==> src/cfg_msg_pkg.sv <==
// Constants, token and request carriers for the configuration message handler.
// Assumes 8-bit tokens with a control flag, as carried by the token interconnect.
package cfg_msg_pkg;

  // Control token values of the request and reply messages
  localparam logic [7:0] TOK_CFG_WRITE   = 8'hC0;
  localparam logic [7:0] TOK_CFG_READ    = 8'hC1;
  localparam logic [7:0] TOK_PERIPH_WR   = 8'h24;
  localparam logic [7:0] TOK_PERIPH_RD   = 8'h25;
  localparam logic [7:0] TOK_ACK         = 8'h03;
  localparam logic [7:0] TOK_NACK        = 8'h04;
  localparam logic [7:0] TOK_END         = 8'h01;

  // Processor-status resource identifier: number shifted up, low byte merged
  localparam int         PS_SHIFT        = 8;
  localparam logic [7:0] PS_LOW_BYTE     = 8'h0C;

  // Field lengths in bytes, and the default peripheral register count
  localparam logic [7:0] RID_BYTES       = 8'h03;
  localparam logic [7:0] CFG_REG_BYTES   = 8'h02;
  localparam logic [7:0] WORD_BYTES      = 8'h04;
  localparam int         PERIPH_REG_MAX  = 256;

  typedef struct packed {
    logic       ctrl;
    logic [7:0] data;
  } token_s;

  typedef enum logic [1:0] {
    KIND_CFG    = 2'h0,
    KIND_PERIPH = 2'h1,
    KIND_PS     = 2'h2
  } kind_e;

  typedef struct packed {
    kind_e       kind;
    logic        write;
    logic [15:0] regNum;
    logic [7:0]  size;
    logic [31:0] wdata;
  } acc_s;

  // Gray codes along the usual receive, access, reply path
  typedef enum logic [3:0] {
    ST_IDLE   = 4'h0,
    ST_RID    = 4'h1,
    ST_REG    = 4'h3,
    ST_SIZE   = 4'h2,
    ST_DATA   = 4'h6,
    ST_ENDW   = 4'h7,
    ST_ACCESS = 4'h5,
    ST_RHEAD  = 4'h4,
    ST_RDATA  = 4'hC,
    ST_REND   = 4'hD,
    ST_DRAIN  = 4'hF
  } state_e;

endpackage

==> src/config_register_message_handler.sv <==
// Configuration message handler: parses request tokens, runs one register
// access on the back-end port, and streams the reply tokens.
// Assumes one clock, synchronous token streams and a back-end that answers
// every access with a one-cycle done strobe.
`timescale 1ns/1ps
module config_register_message_handler #(
  parameter int PERIPH_REG_COUNT = cfg_msg_pkg::PERIPH_REG_MAX
) (
  input  wire logic                ref_clk,
  input  wire logic                rst_b,
  input  wire logic                ce,
  input  wire logic                inValid,
  input  wire cfg_msg_pkg::token_s inTok,
  output logic                     inReady,
  output logic                     outValid,
  output cfg_msg_pkg::token_s      outTok,
  output logic [23:0]              outDest,
  input  wire logic                outReady,
  input  wire logic                psValid,
  input  wire logic                psWrite,
  input  wire logic [7:0]          psReg,
  input  wire logic [31:0]         psWdata,
  output logic                     psReady,
  output logic                     psDone,
  output logic [31:0]              psRdata,
  output logic                     accValid,
  output cfg_msg_pkg::acc_s        acc,
  input  wire logic                accDone,
  input  wire logic                accErr,
  input  wire logic [31:0]         accRdata
);

  cfg_msg_pkg::state_e st_r;
  cfg_msg_pkg::kind_e  kind_r;
  logic                write_r;
  logic                fail_r;
  logic                haveRid_r;
  logic [7:0]          cnt_r;
  logic [23:0]         rid_r;
  logic [15:0]         reg_r;
  logic [7:0]          size_r;
  logic [31:0]         dat_r;
  logic [31:0]         psRdata_r;

  // Handshake decode
  wire inAcc    = inValid && inReady;
  wire outAcc   = outValid && outReady && ce;
  wire isEnd    = inTok.ctrl && (inTok.data == cfg_msg_pkg::TOK_END);
  wire isPeriph = (kind_r == cfg_msg_pkg::KIND_PERIPH);
  wire hdrCfgWr = inTok.ctrl && (inTok.data == cfg_msg_pkg::TOK_CFG_WRITE);
  wire hdrCfgRd = inTok.ctrl && (inTok.data == cfg_msg_pkg::TOK_CFG_READ);
  wire hdrPerWr = inTok.ctrl && (inTok.data == cfg_msg_pkg::TOK_PERIPH_WR);
  wire hdrPerRd = inTok.ctrl && (inTok.data == cfg_msg_pkg::TOK_PERIPH_RD);
  wire hdrAny   = hdrCfgWr || hdrCfgRd || hdrPerWr || hdrPerRd;
  // Size 1..4 and register inside the implemented range
  wire rangeBad = isPeriph && ((size_r == 8'h00) || (size_r > cfg_msg_pkg::WORD_BYTES) ||
                  (32'(reg_r[7:0]) >= PERIPH_REG_COUNT));
  // Read data is left-justified so the reply always takes the top byte
  wire [2:0] padBytes = 3'(cfg_msg_pkg::WORD_BYTES) - size_r[2:0];
  wire [5:0] rdShift  = {padBytes, 3'b000};
  wire [15:0] psResId = (16'(psReg) << cfg_msg_pkg::PS_SHIFT) |
                        {8'h00, cfg_msg_pkg::PS_LOW_BYTE};

  // Port decode; ready terms carry ce so a frozen block takes nothing
  assign inReady  = ce && (st_r inside {cfg_msg_pkg::ST_IDLE, cfg_msg_pkg::ST_RID,
                    cfg_msg_pkg::ST_REG, cfg_msg_pkg::ST_SIZE, cfg_msg_pkg::ST_DATA,
                    cfg_msg_pkg::ST_ENDW, cfg_msg_pkg::ST_DRAIN});
  assign psReady  = ce && (st_r == cfg_msg_pkg::ST_IDLE) && !inValid;
  assign outValid = st_r inside {cfg_msg_pkg::ST_RHEAD, cfg_msg_pkg::ST_RDATA,
                    cfg_msg_pkg::ST_REND};
  assign accValid = (st_r == cfg_msg_pkg::ST_ACCESS);
  assign psDone   = ce && accValid && accDone && (kind_r == cfg_msg_pkg::KIND_PS);
  assign psRdata  = psRdata_r;
  assign outDest  = rid_r;
  assign acc      = '{kind: kind_r, write: write_r, regNum: reg_r, size: size_r,
                      wdata: dat_r};

  // Reply token select from flops; one driver for the whole struct
  wire       replyCtrl = (st_r != cfg_msg_pkg::ST_RDATA);
  wire [7:0] replyData = (st_r == cfg_msg_pkg::ST_RHEAD) ?
                         (fail_r ? cfg_msg_pkg::TOK_NACK : cfg_msg_pkg::TOK_ACK) :
                         (st_r == cfg_msg_pkg::ST_RDATA) ? dat_r[31:24] :
                         cfg_msg_pkg::TOK_END;
  assign outTok = '{ctrl: replyCtrl, data: replyData};

  // Message sequencer
  always_ff @(posedge ref_clk or negedge rst_b) begin
    if (!rst_b) begin
      st_r      <= cfg_msg_pkg::ST_IDLE;
      kind_r    <= cfg_msg_pkg::KIND_CFG;
      write_r   <= 1'b0;
      fail_r    <= 1'b0;
      haveRid_r <= 1'b0;
      cnt_r     <= 8'h00;
      rid_r     <= 24'h000000;
      reg_r     <= 16'h0000;
      size_r    <= 8'h00;
      dat_r     <= 32'h00000000;
      psRdata_r <= 32'h00000000;
    end else if (ce) begin
      case (st_r)
        cfg_msg_pkg::ST_IDLE: begin
          if (inAcc && hdrAny) begin
            kind_r    <= (hdrPerWr || hdrPerRd) ? cfg_msg_pkg::KIND_PERIPH :
                         cfg_msg_pkg::KIND_CFG;
            write_r   <= hdrCfgWr || hdrPerWr;
            size_r    <= cfg_msg_pkg::WORD_BYTES;
            fail_r    <= 1'b0;
            haveRid_r <= 1'b0;
            dat_r     <= 32'h00000000;
            cnt_r     <= cfg_msg_pkg::RID_BYTES - 8'h01;
            st_r      <= cfg_msg_pkg::ST_RID;
          end else if (inAcc && inTok.ctrl && !isEnd) begin
            haveRid_r <= 1'b0;                                            // Unknown: no reply
            st_r      <= cfg_msg_pkg::ST_DRAIN;
          end else if (psValid && psReady) begin
            kind_r  <= cfg_msg_pkg::KIND_PS;
            write_r <= psWrite;
            reg_r   <= psResId;
            size_r  <= cfg_msg_pkg::WORD_BYTES;
            dat_r   <= psWdata;
            st_r    <= cfg_msg_pkg::ST_ACCESS;
          end
        end
        cfg_msg_pkg::ST_RID, cfg_msg_pkg::ST_REG, cfg_msg_pkg::ST_SIZE,
        cfg_msg_pkg::ST_DATA: begin
          if (inAcc && inTok.ctrl) begin
            // Early control token: the message is cut short and fails
            fail_r <= 1'b1;
            st_r   <= !isEnd ? cfg_msg_pkg::ST_DRAIN :
                      (haveRid_r ? cfg_msg_pkg::ST_RHEAD : cfg_msg_pkg::ST_IDLE);
          end else if (inAcc) begin
            cnt_r <= cnt_r - 8'h01;
            case (st_r)
              cfg_msg_pkg::ST_RID: begin
                rid_r <= {rid_r[15:0], inTok.data};
                if (cnt_r == 8'h00) begin
                  haveRid_r <= 1'b1;
                  cnt_r <= isPeriph ? 8'h00 : cfg_msg_pkg::CFG_REG_BYTES - 8'h01;
                  st_r  <= cfg_msg_pkg::ST_REG;
                end
              end
              cfg_msg_pkg::ST_REG: begin
                reg_r <= isPeriph ? {8'h00, inTok.data} : {reg_r[7:0], inTok.data};
                if (cnt_r == 8'h00) begin
                  cnt_r <= cfg_msg_pkg::WORD_BYTES - 8'h01;
                  st_r  <= isPeriph ? cfg_msg_pkg::ST_SIZE :
                           (write_r ? cfg_msg_pkg::ST_DATA : cfg_msg_pkg::ST_ENDW);
                end
              end
              cfg_msg_pkg::ST_SIZE: begin
                size_r <= inTok.data;
                cnt_r  <= inTok.data - 8'h01;
                st_r   <= (write_r && inTok.data != 8'h00) ? cfg_msg_pkg::ST_DATA :
                          cfg_msg_pkg::ST_ENDW;
              end
              default: begin
                dat_r <= {dat_r[23:0], inTok.data};
                if (cnt_r == 8'h00) begin
                  st_r <= cfg_msg_pkg::ST_ENDW;
                end
              end
            endcase
          end
        end
        cfg_msg_pkg::ST_ENDW: begin
          if (inAcc && isEnd) begin
            fail_r <= rangeBad;
            st_r   <= rangeBad ? cfg_msg_pkg::ST_RHEAD : cfg_msg_pkg::ST_ACCESS;
          end else if (inAcc) begin
            fail_r <= 1'b1;                                               // Overlong message
            st_r   <= cfg_msg_pkg::ST_DRAIN;
          end
        end
        cfg_msg_pkg::ST_ACCESS: begin
          if (accDone) begin
            if (kind_r == cfg_msg_pkg::KIND_PS) begin
              psRdata_r <= accRdata;
              st_r      <= cfg_msg_pkg::ST_IDLE;
            end else begin
              fail_r <= accErr;
              dat_r  <= accRdata << rdShift;
              cnt_r  <= size_r - 8'h01;
              st_r   <= cfg_msg_pkg::ST_RHEAD;
            end
          end
        end
        cfg_msg_pkg::ST_RHEAD: begin
          if (outAcc) begin
            st_r <= (!fail_r && !write_r) ? cfg_msg_pkg::ST_RDATA :
                    cfg_msg_pkg::ST_REND;
          end
        end
        cfg_msg_pkg::ST_RDATA: begin
          if (outAcc) begin
            dat_r <= {dat_r[23:0], 8'h00};
            cnt_r <= cnt_r - 8'h01;
            if (cnt_r == 8'h00) begin
              st_r <= cfg_msg_pkg::ST_REND;
            end
          end
        end
        cfg_msg_pkg::ST_REND: begin
          if (outAcc) begin
            st_r <= cfg_msg_pkg::ST_IDLE;
          end
        end
        cfg_msg_pkg::ST_DRAIN: begin
          if (inAcc && isEnd) begin
            st_r <= haveRid_r ? cfg_msg_pkg::ST_RHEAD : cfg_msg_pkg::ST_IDLE;
          end
        end
        default: begin
          st_r <= cfg_msg_pkg::ST_IDLE;
        end
      endcase
    end
  end
endmodule // config_register_message_handler

==> config.mk <==
export PLATFORM = sky130hd
export DESIGN_NAME = config_register_message_handler
export DESIGN_NICKNAME = d
export VERILOG_FILES = /design/src/cfg_msg_pkg.sv /design/src/config_register_message_handler.sv
export SDC_FILE = /design/constraint.sdc
export NUM_CORES = 1
export LEC_CHECK = 0
export BUFFER_PORTS_ARGS = -buffer_cell sky130_fd_sc_hd__buf_2
export CORE_ASPECT_RATIO = 0.75
export CORE_MARGIN = 2
export CORE_UTILIZATION = 54
export CTS_BUF_LIST = sky130_fd_sc_hd__clkbuf_8
export DETAILED_ROUTE_END_ITERATION = 8
export PLACE_DENSITY_LB_ADDON = 0.3
export SYNTH_ARGS = -nofsm -noshare
export SYNTH_HDL_FRONTEND = slang
export SYNTH_SLANG_ARGS = --single-unit
==> constraint.sdc <==
create_clock -name ref_clk -period 3.2 [get_ports ref_clk]
set_clock_uncertainty 0.1 [all_clocks]
set_input_delay 0.48 -clock ref_clk [delete_from_list [all_inputs] [get_ports ref_clk]]
set_output_delay 0.48 -clock ref_clk [all_outputs]
set_load 0.02 [all_outputs]
**Word-level counts from Yosys, hierarchy flattened**

Index checks and enable logic that the tools add are counted.

- Logic and storage cells: 205
- Output and inout bits: 129
- Bits of input ports: 90
- Register bits after elaboration: 129

- Add/sub/neg operators: 4
- Bitwise gates (word level): 1
- $lt $le $gt $ge: 1
- Multiplexer cells: 86
- Shift-type cells: 1
- Reductions and logical operators: 54
- Equal/unequal tests: 47

Operators by type and width:

| operator | number |
|---|---|
| $mux 32 | 9 |
| $mux 8 | 16 |
| $pmux 32 s4 | 1 |
| $mux 16 | 7 |
| $mux 4 | 17 |
| $pmux 16 s2 | 1 |
| $pmux 4 s8 | 1 |
| $pmux 8 s4 | 1 |
| $shl 32x6->32 | 1 |
| $ne 2x2->1 const B | 15 |
| $pmux 8 s3 | 1 |
| $sub 8x1->8 const B | 3 |
| $logic_and 1x1->1 | 22 |
| $mux 1 | 21 |
| $reduce_and 7->1 | 3 |
| $eq 4x3->1 const B | 4 |
| $eq 8x6->1 const B | 2 |
| $eq 8x8->1 const B | 2 |
| $logic_not 8->1 | 2 |
| $ne 4x4->1 const B | 4 |
| $pmux 8 s2 | 1 |
| $reduce_and 8->1 | 2 |
| $reduce_and 13->1 | 1 |
| $eq 4x4->1 const B | 3 |
| 31 further kinds | 54 |

**Logic depth before layout (Yosys ltp)**

- Depth after elaboration: 9
- Gate-level depth with buffers: 11
- Mapped depth without buffers: 8

**Least setup slack after synthesis**

Ideal clock, no wire load.

- Path kind: flip-flop to flip-flop
- Start: register size_r[0]
- End: register dat_r[21]
- Setup slack: 0.379 ns
- Data arrival time: 2.596 ns
- Library setup time: 0.125 ns
- Cell stages (with the launch flop): 12
- Required time: 2.975 ns
- Period minus slack after synthesis: 2.821 ns
- Path buffers: 3
- Path through: dfrtp_1 clkbuf_1 inv_1 ha_1 clkbuf_1 buf_2 mux2i_1 nor2_1 a21oi_1 nor2_1 a221o_1 mux2_4

- Longest elaborated chain between the ends: 5

Ends and longest elaborated chain:

| item | line | source |
|---|---|---|
| from (decl) | config_register_message_handler.sv:41 | `logic [7:0] size_r;` |
| from (signal assigned) | config_register_message_handler.sv:107 | `size_r <= cfg_msg_pkg::WORD_BYTES;` |
| from (signal assigned) | config_register_message_handler.sv:120 | `size_r <= cfg_msg_pkg::WORD_BYTES;` |
| from (signal assigned) | config_register_message_handler.sv:152 | `size_r <= inTok.data;` |
| $sub 3x3->3 | config_register_message_handler.sv:59 | `wire [2:0] padBytes = 3'(cfg_msg_pkg::WORD_BYTES) - size_r[2:0];` |
| $shl 32x6->32 | config_register_message_handler.sv:182 | `dat_r <= accRdata << rdShift;` |
| $mux 32 | config_register_message_handler.sv:177 | `if (kind_r == cfg_msg_pkg::KIND_PS) begin` |
| $mux 32 | config_register_message_handler.sv:176 | `if (accDone) begin` |
| $pmux 32 s4 | config_register_message_handler.sv:101 | `case (st_r)` |
| to (signal assigned) | config_register_message_handler.sv:121 | `dat_r <= psWdata;` |
| to (signal assigned) | config_register_message_handler.sv:182 |  |
| to (signal assigned) | config_register_message_handler.sv:196 | `dat_r <= {dat_r[23:0], 8'h00};` |
| to (decl) | config_register_message_handler.sv:42 | `logic [31:0] dat_r;` |

No other way between the ends. The select of a mux whose other input is x is not followed.
A chain may end at the register's enable or synchronous reset.

**Final worst setup path**

- Start: register st_r[2]
- End: output psDone

- Longest elaborated chain between the ends: 4

Ends and longest elaborated chain:

| item | line | source |
|---|---|---|
| from (decl) | config_register_message_handler.sv:33 | `cfg_msg_pkg::state_e st_r;` |
| from (signal assigned) | config_register_message_handler.sv:89 | `st_r <= cfg_msg_pkg::ST_IDLE;` |
| from (signal assigned) | config_register_message_handler.sv:112 | `st_r <= cfg_msg_pkg::ST_RID;` |
| from (signal assigned) | config_register_message_handler.sv:115 | `st_r <= cfg_msg_pkg::ST_DRAIN;` |
| $eq 4x3->1 | config_register_message_handler.sv:71 | `assign accValid = (st_r == cfg_msg_pkg::ST_ACCESS);` |
| $logic_and 1x1->1 (3 in a row) | config_register_message_handler.sv:72 | `assign psDone = ce && accValid && accDone && (kind_r == cfg_msg_pkg::KIND_PS);` |
| to (decl) | config_register_message_handler.sv:24 | `output logic psDone,` |

No other way between the ends.

==> metrics.txt <==
Worst-Skew Late Latency=450 ps; register area=0.003231 mm²; IO Port Bufs=218; I/O Pins=219; CTS tree=yes; die area=0.01472 mm²; Root Driver=clkbuf_8; Slew Viols, Final=0; post-synth cell types=73; vias post-DR=6647; area grow syn2layout=22.30%; Max Clock Freq=332.9 MHz; Synth Warn #=0; area of the multi-input gates=0.003866 mm²; postcts setup bufs=0; final setup violating endpoints=0; largest net degree at the start of global routing=56; DRC viols=0; antenna violations before repair=0; fin cells=1084; Die Span X=139.4 µm; Worst setup EP type=primary output; Starting Density=0.5476; Fillers=1073; status=completed; Die Ht=105.6 µm; share of layout cells above drive strength 1=0.4169; relative slew slack=0.4160; sequential share of the synthesized area=0.4346; Yosys reg bits=129; Detail Route Antenna Nets=0; Post-Synth Adder-Cell Area=0.01179; Final Hold Vio Count=0; Iteration-0 DRC Markers=815; P_leak=4.621 nW; WL/cell=21.49 µm; Arr. time, crit path=2420 ps; CP Data Required Time=2620 ps; Synth Area in Compound Gates=0.1602; Startpoint Class=flip-flop; crit path max fanout=9; Nets=993; htree depth=4; Simple-Gate Fraction of Synth Area=0.1360; ant diodes=0; crit share post-route=0.9386; PD cells=1012 mW/mm²; Hold Crit Class=input pin to flip-flop; most common cell after layout, fill and taps aside=buf_2; mapped cell area=0.007427 mm²; FFs w/ async S/R, synth=1.000; Crit Path Category=flip-flop to primary output; Slew @ Worst Pin=876.0 ps; largest family of logic cells by synthesized area=multiplexers; core box area=0.01356 mm²; grt total ovfl=0; clock slew at reported path FFs=80 ps; count of maximum capacitance violations=0; global router's overall resource usage=0.3156; Final min period=3004 ps; Mapped Cells=683; Post-synth EDFFs=0; xor and xnor area share after synthesis=0.01651; placed insts=1051; multiplexer share of the synthesized area=0.1956; syn avg cell area=10.87 µm²; GPL Wtd Cong=0.9881; detailed-route vias per instance=6.132; final setup TNS=0 ps; row cnt=37; syn nets=780; Most used DFF post-synth=dfrtp_1; HPWL after DPL=17580 µm; unrepaired setup endpoints after global routing=no; length of the first detailed-routing pass in iterations=9; vias in the first global route=6462; final wirelength=23300 µm; worst vdd ir=0.6618 mV; total CTS buffers=17; first-pass GRT wire length=36040 µm; Tot Pwr=9.190 mW; # clock sinks=129; most frequent cells in the layout=buf_2, dfrtp_1, nor2_1; Clock Path Buffers=2
==> area by class of cell <==
| class | count | share of cell area |
|---|---|---|
| clock inverters | 14 | 0.01708 |
| multi-input cells | 487 | 0.4256 |
| repair buffers | 240 | 0.1416 |
| clock buffers | 18 | 0.02727 |
| well taps | 175 | 0.02410 |
| inverters | 21 | 0.008678 |
| flip-flops and latches | 129 | 0.3556 |
==> flip-flops by register name, summed over array words and instances (netlist names) <==
name,flops
write_r,1
st_r,4
cnt_r,8
outDest,24
fail_r,1
dat_r,32
kind_r,2
haveRid_r,1
reg_r,16
psRdata,32
size_r,8
==> worst max-delay path, stage by stage, from the launching register on <==
cell	delay, ps
dfrtp_1	650
nand4bb_4	280
inv_2	270
and2_1	260
and3_2	310
buf_2	200
==> layer usage <==
metal	GRT usage	vias up	wire [µm]
met3	0.08587	50	2275
met1	0.4631	3240	10100
met4	0.1003	0	562
li1	-	2966	-
met5	0	-	0
met2	0.4555	391	10370
==> logic make-up (layout without fill, tap and decap cells) <==
group / count (synthesis) / after routing
multiplexers: 122 / 122
AO/OA/AOI/OAI: 162 / 162
adder cells (fa/ha/maj): 7 / 7
flip-flops: 129 / 129
AND/OR/NAND/NOR: 182 / 182
buffers and inverters: 67 / 293
XOR/XNOR: 14 / 14
==> through the flow <==
step | worst slack [ps] | cell area, µm² | hold WS [ps] | utilization
global placement | 378.7 | 8667 | 363.7 | 0.6390
floorplan | 378.8 | 7427 | 84.41 | -
finish | 196.5 | 9084 | 174.5 | 0.6697
detailed placement | 286.2 | 8667 | 377.7 | 0.6390
CTS | 29.65 | 9081 | 151.5 | 0.6695
global route | 64.53 | 9084 | 155.3 | 0.6697
==> path summary, 6_finish.rpt <==
kind                                          from                      end  slack, ps  depth (start not counted)
min reg2reg                outDest[21]$_DFFE_PN0P_  outDest[21]$_DFFE_PN0P_        390                          1
max reg2reg                    st_r[2]$_DFFE_PN0P_      st_r[3]$_DFFE_PN0P_        410                          7
max in group asynchronous                    rst_b      st_r[1]$_DFFE_PN0P_       1660                          3
min in group asynchronous                    rst_b  outDest[22]$_DFFE_PN0P_        480                          2
min                                   accRdata[29]  psRdata[29]$_DFFE_PN0P_        170                          2
max                            st_r[2]$_DFFE_PN0P_                   psDone        200                          5
==> where the power goes <==
| group | switching, mW | internal (mW) | leakage (nW) |
|---|---|---|---|
| registers | 0.559 | 2.19 | 1.68 |
| logic | 2.93 | 2.07 | 2.74 |
| clock network | 0.707 | 0.726 | 0.200 |
==> synth_stat cells (4+ instances only) <==
cell type,number,share of area
a211oi_1,17,0.017
a21oi_1,35,0.024
a221o_1,31,0.042
a31oi_1,6,0.0051
and2_1,13,0.011
and3_1,13,0.011
buf_2,14,0.0094
buf_4,8,0.0081
buf_6,5,0.0076
clkbuf_1,18,0.0091
dfrtp_1,129,0.43
ha_1,7,0.012
inv_1,18,0.0091
mux2_1,19,0.029
mux2_2,54,0.082
mux2_4,28,0.057
mux2i_1,21,0.028
nand2_1,25,0.013
nand2b_1,4,0.0034
nand3_1,7,0.0047
nor2_1,57,0.029
nor2b_1,17,0.014
nor3_1,11,0.0074
nor4_1,5,0.0042
o21ai_0,24,0.016
o21ai_1,5,0.0034
o22ai_1,9,0.0076
o2bb2ai_1,5,0.0059
xnor2_1,5,0.0059
xor2_1,9,0.011
==> repair_timing <==
| action | in CTS | in global routing |
|---|---|---|
| endpoints found under the setup margin | 1 | 1 |
| hold buffers | 1 | 0 |
| pin swaps | 0 | 0 |
| cloned | 0 | 0 |
| resized for setup | 1 | 2 |
| hold endpoints to repair | 50 | 0 |
Power figures use the tool's default switching activity.
